### src/rtl/sup_pkg.sv
// How it works
// - Enable low forces every switch off
// - Host holds enable high, low for off
// - Any supply below lockout forces switches off
// - Ready asserted when logic and I/O supplies good
// - Field good asserted above good-rising threshold
// - Field good released below warn, outputs continue
// - After field lockout, off until good-rising again
// - Status pins always follow supplies, no fault
// - Each watchdog runs only while armed
// - Host sends whole-byte frames, whole byte pairs in check mode, each timeout period
// - Host holds strobe high long enough periodically
// - Unused strobe tied high never trips
// - Watchdog trip switches all outputs off
// - Both watchdog timeouts are 1.2 s
// - Trip reported only through link fault flag
// - Flag sent in second byte, check mode only
// - Strobe rise applies all eight together
// - Flag set by either watchdog trip
package sup_pkg;
  localparam int CLK_HZ = 100_000_000;
  localparam int CHANNELS = 8;
  localparam int BYTE_BITS = 8;
  localparam int FRAME_BITS = 16;
  localparam int CNT_WIDTH = 8;
  // Watchdog timeout, in milliseconds, and in clock cycles
  localparam int WD_TIMEOUT_MS = 1200;
  localparam int WD_TIMEOUT_CYC = (CLK_HZ / 1000) * WD_TIMEOUT_MS;
  // Least strobe high time, rounded up to whole cycles
  localparam int STROBE_MIN_NS = 1000;
  localparam int STROBE_MIN_CYC =
    (STROBE_MIN_NS * (CLK_HZ / 1_000_000) + 999) / 1000;
  localparam int STROBE_CNT_WIDTH = 8;
  // Host serial clock half period in cycles
  localparam int SCLK_HALF_CYC = 4;
  // Check byte field positions
  localparam int LINK_FAULT_BIT = 7;
  localparam int SUPPLY_ERR_BIT = 6;
  localparam int THERMAL_BIT = 5;
  // Reset values
  localparam logic [7:0] SWITCH_OFF = 8'h00;
  localparam logic [7:0] STATUS_ZERO = 8'h00;
  localparam logic [4:0] CHECK_ZERO = 5'h00;
endpackage

### src/rtl/sup_if.sv
`timescale 1ns/100ps
interface sup_if;
  logic sclk;
  logic cs_n;
  logic sdi;
  logic sdo;
  logic sdo_oe;
  logic miso;
  logic output_update_strobe;
  logic enable;
  logic serial_watchdog_arm;
  logic strobe_watchdog_arm;
  logic check_code_select;
  logic ready_n;
  logic field_supply_good_n;

  // Released data line reads low through its pulldown
  assign miso = sdo_oe & sdo;

  modport device (
    input sclk, cs_n, sdi, output_update_strobe, enable,
    input serial_watchdog_arm, strobe_watchdog_arm, check_code_select,
    output sdo, sdo_oe, ready_n, field_supply_good_n
  );
  modport host (
    output sclk, cs_n, sdi, output_update_strobe, enable,
    output serial_watchdog_arm, strobe_watchdog_arm, check_code_select,
    input miso, ready_n, field_supply_good_n
  );
endinterface

### src/rtl/output_safety_supervisor.sv
`timescale 1ns/100ps
module output_safety_supervisor #(
  parameter int WD_TIMEOUT_CYC = sup_pkg::WD_TIMEOUT_CYC
) (
  // Clock and reset
  input wire logic i_clk,
  input wire logic i_srst,
  // Pins to the host
  sup_if.device link,
  // Supply comparators, high while above threshold
  input wire logic i_field_above_good_rise,
  input wire logic i_field_above_warn,
  input wire logic i_field_above_lockout_fall,
  input wire logic i_analog_supply_ok,
  input wire logic i_io_supply_ok,
  input wire logic i_internal_logic_supply_ok,
  // Switch drive and status
  output logic [sup_pkg::CHANNELS-1:0] o_switch,
  output logic o_link_fault_flag
);
  localparam int WDW = $clog2(WD_TIMEOUT_CYC + 1);
  localparam int NPIN = 14;

  function automatic logic frame_ok(
    input logic [sup_pkg::CNT_WIDTH-1:0] cnt,
    input logic check
  );
    logic mult8;
    mult8 = (cnt[2:0] == 3'h0) && (cnt != '0);
    frame_ok = mult8 && (!check || !cnt[3]);
  endfunction

  logic [NPIN-1:0] pin_meta;
  logic [NPIN-1:0] pin_sync;
  logic sclk_prev;
  logic cs_prev;
  logic strobe_prev;
  logic [sup_pkg::CNT_WIDTH-1:0] bit_cnt;
  logic [sup_pkg::FRAME_BITS-1:0] rx_shift;
  logic [sup_pkg::FRAME_BITS-1:0] tx_shift;
  logic [sup_pkg::CHANNELS-1:0] cmd;
  logic [sup_pkg::CHANNELS-1:0] applied;
  logic sent_flag;
  logic [WDW-1:0] spi_wd_cnt;
  logic [WDW-1:0] strobe_wd_cnt;
  logic spi_trip;
  logic strobe_trip;
  logic [sup_pkg::STROBE_CNT_WIDTH-1:0] strobe_hi_cnt;
  logic field_run;
  logic field_good_n;
  logic sdo_q;
  logic sdo_oe_q;
  logic ready_n_q;

  // Two flip-flops on every pin and comparator input
  always_ff @(posedge i_clk) begin
    pin_meta <= {link.sclk, link.cs_n, link.sdi, link.output_update_strobe,
      link.enable, link.serial_watchdog_arm, link.strobe_watchdog_arm,
      link.check_code_select, i_field_above_good_rise, i_field_above_warn,
      i_field_above_lockout_fall, i_analog_supply_ok, i_io_supply_ok,
      i_internal_logic_supply_ok};
    pin_sync <= pin_meta;
  end

  // Named synchronised levels
  wire sclk_s = pin_sync[13];
  wire cs_n_s = pin_sync[12];
  wire sdi_s = pin_sync[11];
  wire strobe_s = pin_sync[10];
  wire enable_s = pin_sync[9];
  wire spi_arm_s = pin_sync[8];
  wire strobe_arm_s = pin_sync[7];
  wire check_s = pin_sync[6];
  wire good_rise_s = pin_sync[5];
  wire warn_s = pin_sync[4];
  wire lockout_s = pin_sync[3];
  wire analog_s = pin_sync[2];
  wire io_s = pin_sync[1];
  wire logic_s = pin_sync[0];

  // Edge detection on the synchronised pins
  wire sclk_rise = sclk_s & ~sclk_prev & ~cs_n_s;
  wire sclk_fall = ~sclk_s & sclk_prev & ~cs_n_s;
  wire cs_fall = ~cs_n_s & cs_prev;
  wire cs_rise = cs_n_s & ~cs_prev;
  wire strobe_rise = strobe_s & ~strobe_prev;

  // Frame check and command acceptance
  wire frame_valid = cs_rise & frame_ok(bit_cnt, check_s);
  wire comm_ready = io_s & logic_s;
  wire accept = frame_valid & comm_ready;
  wire [sup_pkg::CHANNELS-1:0] rx_cmd = check_s ?
    rx_shift[sup_pkg::FRAME_BITS-1:sup_pkg::BYTE_BITS] :
    rx_shift[sup_pkg::BYTE_BITS-1:0];

  // Watchdog kicks and expiry
  wire strobe_kick = strobe_s &&
    (strobe_hi_cnt == sup_pkg::STROBE_CNT_WIDTH'(sup_pkg::STROBE_MIN_CYC));
  wire spi_expire = spi_arm_s &&
    (spi_wd_cnt == WDW'(WD_TIMEOUT_CYC - 1));
  wire strobe_expire = strobe_arm_s &&
    (strobe_wd_cnt == WDW'(WD_TIMEOUT_CYC - 1));
  wire trip_event = (spi_expire & ~spi_trip) |
    (strobe_expire & ~strobe_trip);
  wire flag_clear = frame_valid & check_s & sent_flag;

  // Output gate: enable, supplies, watchdogs
  wire supplies_ok = field_run & analog_s & io_s & logic_s;
  wire outputs_allowed = enable_s & supplies_ok &
    ~spi_trip & ~strobe_trip;
  wire supply_err = ~supplies_ok;

  // Next status byte pair for the return line
  wire [sup_pkg::BYTE_BITS-1:0] check_byte = {o_link_fault_flag, supply_err,
    1'b0, sup_pkg::CHECK_ZERO};
  wire [sup_pkg::FRAME_BITS-1:0] next_tx = check_s ?
    {sup_pkg::STATUS_ZERO, check_byte} :
    {sup_pkg::STATUS_ZERO, sup_pkg::STATUS_ZERO};
  wire next_flag = trip_event | (o_link_fault_flag & ~flag_clear);

  // Edge history
  always_ff @(posedge i_clk) begin
    sclk_prev <= sclk_s;
    cs_prev <= cs_n_s;
    strobe_prev <= strobe_s;
  end

  // Serial receive: count and shift clocks within one select
  always_ff @(posedge i_clk) begin
    if (i_srst || cs_fall) begin
      bit_cnt <= '0;
      rx_shift <= '0;
    end else if (sclk_rise) begin
      bit_cnt <= bit_cnt + 1'b1;
      rx_shift <= {rx_shift[sup_pkg::FRAME_BITS-2:0], sdi_s};
    end
  end

  // Serial return: load at select, shift on falling clock
  always_ff @(posedge i_clk) begin
    if (i_srst) begin
      tx_shift <= '0;
      sdo_q <= 1'b0;
      sdo_oe_q <= 1'b0;
      sent_flag <= 1'b0;
    end else begin
      sdo_oe_q <= ~cs_n_s;
      if (cs_fall) begin
        tx_shift <= next_tx;
        sdo_q <= next_tx[sup_pkg::FRAME_BITS-1];
        sent_flag <= check_s & o_link_fault_flag;
      end else if (sclk_fall) begin
        tx_shift <= {tx_shift[sup_pkg::FRAME_BITS-2:0], 1'b0};
        sdo_q <= tx_shift[sup_pkg::FRAME_BITS-2];
      end
    end
  end

  // Command hold and simultaneous apply on strobe
  always_ff @(posedge i_clk) begin
    if (i_srst) begin
      cmd <= sup_pkg::SWITCH_OFF;
      applied <= sup_pkg::SWITCH_OFF;
    end else begin
      if (accept) begin
        cmd <= rx_cmd;
      end
      if (accept && strobe_s) begin
        applied <= rx_cmd;
      end else if (strobe_rise) begin
        applied <= cmd;
      end
    end
  end

  // Strobe high-time measurement
  always_ff @(posedge i_clk) begin
    if (i_srst || !strobe_s) begin
      strobe_hi_cnt <= '0;
    end else if (!strobe_kick) begin
      strobe_hi_cnt <= strobe_hi_cnt + 1'b1;
    end
  end

  // Serial watchdog
  always_ff @(posedge i_clk) begin
    if (i_srst || !spi_arm_s) begin
      spi_wd_cnt <= '0;
      spi_trip <= 1'b0;
    end else if (frame_valid) begin
      spi_wd_cnt <= '0;
      spi_trip <= 1'b0;
    end else if (spi_expire) begin
      spi_wd_cnt <= '0;
      spi_trip <= 1'b1;
    end else begin
      spi_wd_cnt <= spi_wd_cnt + 1'b1;
    end
  end

  // Strobe watchdog
  always_ff @(posedge i_clk) begin
    if (i_srst || !strobe_arm_s) begin
      strobe_wd_cnt <= '0;
      strobe_trip <= 1'b0;
    end else if (strobe_kick) begin
      strobe_wd_cnt <= '0;
      strobe_trip <= 1'b0;
    end else if (strobe_expire) begin
      strobe_wd_cnt <= '0;
      strobe_trip <= 1'b1;
    end else begin
      strobe_wd_cnt <= strobe_wd_cnt + 1'b1;
    end
  end

  // Field supply hysteresis and status pins
  always_ff @(posedge i_clk) begin
    if (i_srst) begin
      field_run <= 1'b0;
      field_good_n <= 1'b1;
      ready_n_q <= 1'b1;
    end else begin
      if (!lockout_s) begin
        field_run <= 1'b0;
      end else if (good_rise_s) begin
        field_run <= 1'b1;
      end
      if (good_rise_s) begin
        field_good_n <= 1'b0;
      end else if (!warn_s) begin
        field_good_n <= 1'b1;
      end
      ready_n_q <= ~comm_ready;
    end
  end

  // Switch drive and link fault flag; a trip wins over a clear
  always_ff @(posedge i_clk) begin
    if (i_srst) begin
      o_switch <= sup_pkg::SWITCH_OFF;
      o_link_fault_flag <= 1'b0;
    end else begin
      o_switch <= outputs_allowed ? applied : sup_pkg::SWITCH_OFF;
      o_link_fault_flag <= next_flag;
    end
  end

  // Pin drive
  assign link.sdo = sdo_q;
  assign link.sdo_oe = sdo_oe_q;
  assign link.ready_n = ready_n_q;
  assign link.field_supply_good_n = field_good_n;
endmodule // output_safety_supervisor

### src/flat_wrapper.sv
// flat-port wrapper written by rule: the top's interface ports become plain ports
module output_safety_supervisor_flat 
#(
  parameter int WD_TIMEOUT_CYC = sup_pkg::WD_TIMEOUT_CYC
)
  (i_clk, i_srst, i_field_above_good_rise, i_field_above_warn, i_field_above_lockout_fall, i_analog_supply_ok, i_io_supply_ok, i_internal_logic_supply_ok, o_switch, o_link_fault_flag, link_sclk, link_cs_n, link_sdi, link_output_update_strobe, link_enable, link_serial_watchdog_arm, link_strobe_watchdog_arm, link_check_code_select, link_sdo, link_sdo_oe, link_ready_n, link_field_supply_good_n);
  sup_if link_i ();
  input wire logic i_clk;
  input wire logic i_srst;
  input wire logic i_field_above_good_rise;
  input wire logic i_field_above_warn;
  input wire logic i_field_above_lockout_fall;
  input wire logic i_analog_supply_ok;
  input wire logic i_io_supply_ok;
  input wire logic i_internal_logic_supply_ok;
  output logic [sup_pkg::CHANNELS-1:0] o_switch;
  output logic o_link_fault_flag;
  input wire logic [$bits(link_i.sclk)-1:0] link_sclk;
  input wire logic [$bits(link_i.cs_n)-1:0] link_cs_n;
  input wire logic [$bits(link_i.sdi)-1:0] link_sdi;
  input wire logic [$bits(link_i.output_update_strobe)-1:0] link_output_update_strobe;
  input wire logic [$bits(link_i.enable)-1:0] link_enable;
  input wire logic [$bits(link_i.serial_watchdog_arm)-1:0] link_serial_watchdog_arm;
  input wire logic [$bits(link_i.strobe_watchdog_arm)-1:0] link_strobe_watchdog_arm;
  input wire logic [$bits(link_i.check_code_select)-1:0] link_check_code_select;
  output wire logic [$bits(link_i.sdo)-1:0] link_sdo;
  output wire logic [$bits(link_i.sdo_oe)-1:0] link_sdo_oe;
  output wire logic [$bits(link_i.ready_n)-1:0] link_ready_n;
  output wire logic [$bits(link_i.field_supply_good_n)-1:0] link_field_supply_good_n;
  assign link_i.sclk = link_sclk;
  assign link_i.cs_n = link_cs_n;
  assign link_i.sdi = link_sdi;
  assign link_i.output_update_strobe = link_output_update_strobe;
  assign link_i.enable = link_enable;
  assign link_i.serial_watchdog_arm = link_serial_watchdog_arm;
  assign link_i.strobe_watchdog_arm = link_strobe_watchdog_arm;
  assign link_i.check_code_select = link_check_code_select;
  assign link_sdo = link_i.sdo;
  assign link_sdo_oe = link_i.sdo_oe;
  assign link_ready_n = link_i.ready_n;
  assign link_field_supply_good_n = link_i.field_supply_good_n;
  output_safety_supervisor #(.WD_TIMEOUT_CYC(WD_TIMEOUT_CYC)) u_core (.i_clk(i_clk), .i_srst(i_srst), .link(link_i), .i_field_above_good_rise(i_field_above_good_rise), .i_field_above_warn(i_field_above_warn), .i_field_above_lockout_fall(i_field_above_lockout_fall), .i_analog_supply_ok(i_analog_supply_ok), .i_io_supply_ok(i_io_supply_ok), .i_internal_logic_supply_ok(i_internal_logic_supply_ok), .o_switch(o_switch), .o_link_fault_flag(o_link_fault_flag));
endmodule
### config.mk
export PLATFORM = sky130hd
export DESIGN_NAME = output_safety_supervisor_flat
export DESIGN_NICKNAME = d
export VERILOG_FILES = /design/src/rtl/sup_pkg.sv /design/src/rtl/sup_if.sv /design/src/rtl/output_safety_supervisor.sv /design/src/flat_wrapper.sv
export SDC_FILE = /design/constraint.sdc
export NUM_CORES = 1
export LEC_CHECK = 0
export BUFFER_PORTS_ARGS = -buffer_cell sky130_fd_sc_hd__buf_2
export CORE_MARGIN = 5
export CORE_UTILIZATION = 25
export CTS_BUF_LIST = sky130_fd_sc_hd__clkbuf_16
export DETAILED_ROUTE_END_ITERATION = 7
export SLEW_MARGIN = 5
export SYNTH_ARGS = -nofsm -noshare
export SYNTH_HDL_FRONTEND = slang
export SYNTH_SLANG_ARGS = --single-unit
### constraint.sdc
create_clock -name i_clk -period 2.6 [get_ports i_clk]
set_input_delay 0.26 -clock i_clk [delete_from_list [all_inputs] [get_ports i_clk]]
set_output_delay 0.26 -clock i_clk [all_outputs]
set_load 0.005 [all_outputs]
==> results of run 1 <==
-- state kept, by name (all words and copies together) (netlist names), 8 cells and up --
signal	flops
u_core.o_switch	8
u_core.pin_sync	14
u_core.spi_wd_cnt	27
u_core.cmd	8
u_core.bit_cnt	8
u_core.tx_shift	9
u_core.strobe_hi_cnt	8
u_core.strobe_wd_cnt	27
u_core.rx_shift	16
u_core.applied	8
u_core.pin_meta	14
-- power breakdown --
group	total [uW]	internal, uW	switching (uW)
registers	2500	2480	20.9
logic	139	60.1	78.6
clock network	2430	1420	1010
-- what timing repair did --
| item | 4_1_cts | 5_1_grt |
|---|---|---|
| endpoints found under the hold margin | 14 | 0 |
| hold buffers | 14 | 0 |
| resized for setup | 0 | 1 |
| setup endpoints to repair | 0 | 26 |
-- placed cells by master (no fill, tap or decap), types with 3 or more instances in the layout --
cell | Yosys | routed
nor3b_1 | 4 | 3
nand2b_1 | 12 | 12
nor2_1 | 96 | 96
or2_2 | 3 | 4
a22oi_1 | 9 | 9
nor3_1 | 8 | 8
o21ai_0 | 5 | 5
dlygate4sd3_1 | 0 | 14
inv_1 | 11 | 11
dfxtp_1 | 159 | 159
nor4b_1 | 3 | 3
nand4_1 | 17 | 17
buf_2 | 1 | 28
inv_6 | 0 | 4
mux2i_1 | 8 | 8
ha_1 | 6 | 6
a211oi_1 | 6 | 6
clkbuf_16 | 0 | 17
nor4_1 | 14 | 14
o2bb2ai_1 | 6 | 6
and3_1 | 15 | 15
clkinv_4 | 0 | 3
or3_1 | 3 | 3
nand2_1 | 70 | 70
and2_1 | 9 | 9
a21oi_1 | 30 | 30
xor2_1 | 35 | 35
xnor2_1 | 27 | 27
buf_4 | 0 | 10
nand3_1 | 32 | 32
-- final timing paths --
kind,startpoint,endpoint,depth (start not counted)
worst max-delay path,u_core.bit_cnt[0],u_core.applied[0],7
worst min-delay path,i_srst,u_core.link.sdo_oe,2
worst max register to register,u_core.bit_cnt[0],u_core.applied[0],7
worst min register to register,u_core.pin_meta[6],u_core.pin_sync[6],0
-- layout make-up --
cell class | instances | area (sq um)
inverters | 11 | 41.3
multi-input cells | 442 | 2610
clock buffers | 17 | 425
fillers | 2447 | 16300
well taps | 319 | 399
clock inverters | 15 | 158
repair buffers | 53 | 375
flip-flops and latches | 159 | 3180
-- stage by stage --
stage                     std cells  cell area, sq um
after floorplan                 636              5970
final                          1016              7190
after global placement          970              6470
after global routing           1016              7190
after detailed placement        970              6470
after CTS                      1016              7190
-- worst max-delay path, delay by kind of cell, from the launching register on --
kind / cells / cell delay (ns)
adders and majority gates: 1 / 0.15
and+or+nand+nor: 2 / 1.04
buffers and inverters: 1 / 0.07
DFF: 1 / 0.34
AOI/OAI and AO/OA: 3 / 0.48
-- kinds of logic (layout without fill, tap and decap cells) --
logic type | after synthesis | in the layout | share of synthesized area
mux | 9 | 9 | 0.0153
simple gates | 301 | 301 | 0.248
fa+ha+maj | 6 | 6 | 0.0126
xor+xnor | 62 | 62 | 0.0910
flops | 159 | 159 | 0.534
compound gates | 64 | 64 | 0.0696
buf+inv | 35 | 96 | 0.0298
-- per-layer routing --
layer  share of wire  vias up
li1                -     2257
met1            0.53     1940
met2            0.42       55
met3           0.034       12
met4           0.015        0
met5               0        -
==> results by group, run 1 <==
Outcome
  • Outcome: completed

Clocking
  • CTS HTree Levels: 4
  • Clk root buf: clkbuf_16
  • # clock sinks: 159
  • Post-CTS setup buffers: 0
  • Clk pin slew, worst setup/hold paths: 0.06 ns
  • Num CTS Buffers: 17
  • CTS tree: built
  • Clk Latency, worst-skew pair: 0.42 ns
  • CTS Buffer Depth: 2

Logic synthesis
  • Post-synth EDFFs: 0
  • Mapped Avg Cell Area: 9.38 sq um
  • Share of synthesized flip-flops with an asynchronous set or reset: 0
  • Area contributors post-synth: dfxtp_1, nor2_1, xor2_1
  • Area leader, netlist: dfxtp_1
  • Netlist cell types: between 40 and 50
  • Post-Syn Nets: roughly 660
  • Netlist Area Pre-Place: 0.00597 sq mm
  • Synth top cells by count: dfxtp_1, nor2_1, nand2_1
  • Count leader, synth: dfxtp_1
  • #FFs+latches synth: 159
  • Synth top area share: 0.534
  • Main synth FF type: dfxtp_1
  • Synth Warn #: 0
  • Post-Syn Instances: around 640
  • Register area share after synthesis: 0.534

Floorplan
  • Overall die width: 164 um
  • Core Area: 0.0235 sq mm
  • Die Y: approximately 160 um
  • Total I/O pin count: 29
  • Initial Util: 0.254
  • Die area: 0.0271 sq mm
  • Row cnt: 56

STA
  • Final Hold Fails: 0
  • Setup TNS: 0 ns
  • Post-route setup slack: 0.399 ns
  • Headroom to the max-slew limit: 0.346
  • Fin crit share: 0.847
  • Post-layout min period: 2.20 ns
  • Fmax achieved: 454 MHz
  • RSZ-0062 raised after global routing: no
  • Slew Limit Fails: 0
  • Worst Skew: between 0.007 and 0.008 ns
  • Final hold slack: 0.246 ns
  • Worst Tran Pin Value: 0.978 ns
  • Final setup viols: 0

Critical path
  • R2R setup slack: 0.40 ns
  • Critical Path End Type: register
  • Crit-path max cell delay: between 0.7 and 0.8 ns
  • Slowest cell on the critical path: nor2_1
  • CP cell instances: inv_1, ha_1, and4bb_2, o211ai_4, nor2_1, o2bb2ai_1, a22oi_1
  • Max FO, Critical Path: 18
  • Crit path DAT: ~2.5 ns
  • Required @ worst endpoint: just under 3 ns
  • WS Path Type: register to register
  • Worst setup SP type: register

Global route
  • Largest net degree at the start of global routing: 30
  • Gr usage total: 0.0882
  • Gr ovfl total: 0
  • Grt met2 use: 0.128
  • Vias in the first global route: 4071
  • Antenna violations before repair: 0
  • GR Layer Usage met1: 0.122
  • Top Usage Layer GRT: met2
  • GR met3 Demand/Resource: 0.0302
  • Global-route wire length before repair: around 19000 um

Final layout
  • Util after Layout: 0.306
  • Nets: 706
  • Area grow syn2layout: 20.6%
  • Antenna cells: 0
  • Layout cells sized above 1: 0.118

Placed design
  • Pre-CTS setup slack: 0.158 ns
  • # port buffers: 28
  • Gpl congestion: 0.762
  • HPWL Detailed: between 7000 and 8000 um

Routing
  • Drt pass-1 iters: 4
  • Total number of vias: 4264
  • Wirelength per Cell: 11.0 um
  • Initial DRC Count: 206
  • Post-DR vias/cell: 4.20
  • Final ANT Viol Nets: 0
  • Detailed-route DRC error count: 0
  • Total Wirelength: 11200 um

Pwr
  • Worst vdd ir: roughly 0.00078 V
  • PD cells: 705 mW/mm^2
  • Leak: 0.00252 uW
  • Total power: 5070 uW

Worst hold path
  • Worst hold path type: input port to register

Job
  • Max-cap violations: 0
Note: power is estimated with default switching activity, not from simulation.
==> inputs of run 2 (changes only) <==
--- a/config.mk
+++ b/config.mk
@@ -5,6 +5,7 @@
 export SDC_FILE = /design/constraint.sdc
 export NUM_CORES = 1
 export LEC_CHECK = 0
+export ABC_AREA = 1
 export BUFFER_PORTS_ARGS = -buffer_cell sky130_fd_sc_hd__buf_2
 export CORE_MARGIN = 5
 export CORE_UTILIZATION = 25
==> constraint.sdc (replaced) <==
create_clock -name i_clk -period 1.9 [get_ports i_clk]
set_input_delay 0.19 -clock i_clk [delete_from_list [all_inputs] [get_ports i_clk]]
set_output_delay 0.19 -clock i_clk [all_outputs]
set_load 0.005 [all_outputs]
==> results by group, run 2 <==
Final layout
  • Area grow syn2layout: 20.6% (about the same)
  • Most frequent cells in the layout: nand2_1, dfxtp_1, nor2_1, inv_1, a21oi_1
  • Antenna cells: 0 (unchanged)
  • Post-route insts no fill: 1269 (+25%)
  • Most common cell after layout, fill and taps aside: nand2_1
  • Nets: 944 (+34%)
  • Util after Layout: 0.304 (-0.00204)
  • Layout cells sized above 1: 0.107 (-0.0106)
  • Biggest regs: u_core.spi_wd_cnt: 27 flops, u_core.strobe_wd_cnt: 27 flops, u_core.rx_shift: 16 flops

Critical path
  • CP startpoint: u_core.strobe_hi_cnt[0]
  • WS Path Type: register to register
  • CP cell instances: inv_1, ha_1, nand4_1, nor3_2, nor2_1, o21ai_4, a21oi_1
  • R2R setup slack: 0.20 ns (-0.20 ns)
  • Worst setup SP type: register
  • Worst path top cell family by delay: simple AND/OR/NAND/NOR gates
  • Buf+Inv Stages, Crit Path: 1 (unchanged)
  • Critical Path End Type: register
  • Crit path DAT: 2.05 ns (-0.44 ns)
  • Max FO, Critical Path: 14 (-4)
  • Required @ worst endpoint: 2.24 ns (-0.65 ns)
  • R2r startpoint: u_core.strobe_hi_cnt[0]
  • Crit-path max cell delay: 0.37 ns (-0.40 ns)
  • Slowest cell on the critical path: dfxtp_1

Logic synthesis
  • Register area share after synthesis: 0.487 (-0.0467)
  • #FFs+latches synth: 159 (unchanged)
  • Netlist Area Pre-Place: 0.00654 sq mm (+9.6%)
  • Post-Syn Instances: 864 (+36%)
  • Post-Syn Nets: 886 (+35%)
  • Count leader, synth: nand2_1
  • Area leader, netlist: dfxtp_1
  • Synth top area share: 0.487 (-0.0467)
  • Main synth FF type: dfxtp_1
  • Share of synthesized flip-flops with an asynchronous set or reset: 0 (unchanged)
  • Area contributors post-synth: dfxtp_1, nand2_1, nor2_1
  • Netlist cell types: 36 (-25%)
  • Post-synth EDFFs: 0 (unchanged)
  • Synth Warn #: 0 (unchanged)
  • Mapped Avg Cell Area: 7.57 sq um (-19%)
  • Synth top cells by count: nand2_1, dfxtp_1, nor2_1

Global route
  • GR met3 Demand/Resource: 0.0264 (-0.00377)
  • Gr usage total: 0.0954 (+0.00724)
  • Global-route wire length before repair: 22700 um (+17%)
  • Vias in the first global route: 4833 (+19%)
  • Grt met2 use: 0.146 (+0.0182)
  • Antenna violations before repair: 0 (unchanged)
  • GR Layer Usage met1: 0.129 (+0.00753)
  • Top Usage Layer GRT: met2
  • Largest net degree at the start of global routing: 28 (-6.7%)
  • Gr ovfl total: 0 (unchanged)

Clocking
  • # clock sinks: 159 (unchanged)
  • Num CTS Buffers: 17 (unchanged)
  • CTS Buffer Depth: 2 (unchanged)
  • Clk Latency, worst-skew pair: 0.42 ns (about the same)
  • CTS tree: built
  • Clk pin slew, worst setup/hold paths: 0.06 ns (about the same)
  • Clk root buf: clkbuf_16
  • CTS HTree Levels: 4 (unchanged)

STA
  • Setup TNS: 0 ns (unchanged)
  • Fmax achieved: 587 MHz (+29%)
  • Fin crit share: 0.897 (+0.0500)
  • Post-layout min period: 1.70 ns (-0.498 ns)
  • Worst Skew: 0.00555 ns (-0.00240 ns)
  • RSZ-0062 raised after global routing: no
  • Headroom to the max-slew limit: 0.679 (+0.333)
  • Post-route setup slack: 0.196 ns (-0.202 ns)
  • Slew Limit Fails: 0 (unchanged)
  • Worst Tran Pin Value: 0.480 ns (-0.498 ns)
  • Final setup viols: 0 (unchanged)
  • Final hold slack: 0.0497 ns (-0.197 ns)
  • Final Hold Fails: 0 (unchanged)

Pwr
  • PD cells: 934 mW/mm^2 (+33%)
  • Leak: 0.00284 uW (+12%)
  • Worst vdd ir: 0.000502 V (-36%)

Floorplan
  • Total I/O pin count: 29 (unchanged)
  • Initial Util: 0.252 (-0.00185)
  • Overall die width: 172 um (+4.4%)
  • Row cnt: 59 (+5.4%)
  • Core Area: 0.0259 sq mm (+10%)
  • Die Y: 172 um (+4.4%)
  • Die area: 0.0295 sq mm (+9.0%)

Routing
  • Final ANT Viol Nets: 0 (unchanged)
  • Initial DRC Count: 383 (+86%)
  • Total Wirelength: 13700 um (+23%)
  • Total number of vias: 5365 (+26%)
  • Post-DR vias/cell: 4.23 (+0.74%)
  • Wirelength per Cell: 10.8 um (-1.5%)
  • Drt pass-1 iters: 6 (+2)
  • Detailed-route DRC error count: 0 (unchanged)

Placed design
  • Pre-CTS setup slack: 0.0794 ns (-0.0784 ns)
  • HPWL Detailed: 9830 um (+30%)
  • Placed cell count: 1223 (+26%)
  • Gpl congestion: 0.852 (+12%)
  • # port buffers: 28 (unchanged)

Worst hold path
  • Worst hold path type: input port to register
  • Startpoint of the worst hold path: i_srst

Job
  • Max-cap violations: 0 (unchanged)

Outcome
  • Outcome: completed
run 2: cell types whose count changed after synthesis, moves of 9 or more:
cell      delta
nor4_1      -14
xnor2_1     -14
nand2_1    +148
nand2b_1    -12
inv_1       +81
and3_1      -15
nor2_1      +26
a22oi_1      -9
o21ai_0     +25
clkbuf_1     -9
and2_1       -9
a21oi_1     +41
xor2_1      -20
run 2: metrics by stage:
| stage | total power [uW] | area, sq um |
|---|---|---|
| finish | 7370 | 7890 |
| detailed placement | 3730 | 7090 |
| floorplan | 3660 | 6540 |
| CTS | 7470 | 7870 |
| global placement | 3730 | 7090 |
| global route | 7660 | 7890 |
run 2: path summary, 6_finish.rpt:
kind	to	depth (start not counted)
max	u_core.strobe_wd_cnt[13]	7
min	u_core.link.sdo_oe	2
max reg2reg	u_core.strobe_wd_cnt[13]	7
min reg2reg	u_core.pin_sync[8]	0
run 2: cell families (layout without fill, tap and decap cells):
logic type      after synthesis  after routing  share of synthesized area
simple gates                453            453                      0.309
xor+xnor                     28             28                     0.0375
buf+inv                     111            180                     0.0702
fa+ha+maj                     6              6                     0.0115
compound gates              107            108                     0.0854
flops                       159            159                      0.487
run 2: power by group:
part	switching [uW]	internal, uW
Sequential	30.8	3400
Combinational	154	93.9
Clock	1360	2320
Total	1540	5820
run 2: worst reg2reg max path, stage by stage, from the launching register on:
cell	delay [ns]
dfxtp_1	0.37
inv_1	0.09
ha_1	0.20
nand4_1	0.11
nor3_2	0.05
nor2_1	0.37
o21ai_4	0.25
a21oi_1	0.20
run 2: timing repair:
action                     4_1_cts  5_1_grt
hold endpoints to repair        14        0
gates resized for setup          0        1
setup buffers                    0        0
setup endpoints to repair        0       27
hold buffers                    14        0
run 2: routing by layer:
metal / vias up / part of all wire
met1: 2410 / 0.51
met3: 15 / 0.032
met2: 72 / 0.44
li1: 2868 / -
met5: - / 0
met4: 0 / 0.013
run 2: cell type report:
class	instances	area, sq um
clock buffer	17	425
clock inverter	14	216
fill	2741	18000
inverter	94	353
multi-input combinational	595	2910
sequential	159	3180
tap	335	419
timing repair buffer	55	378
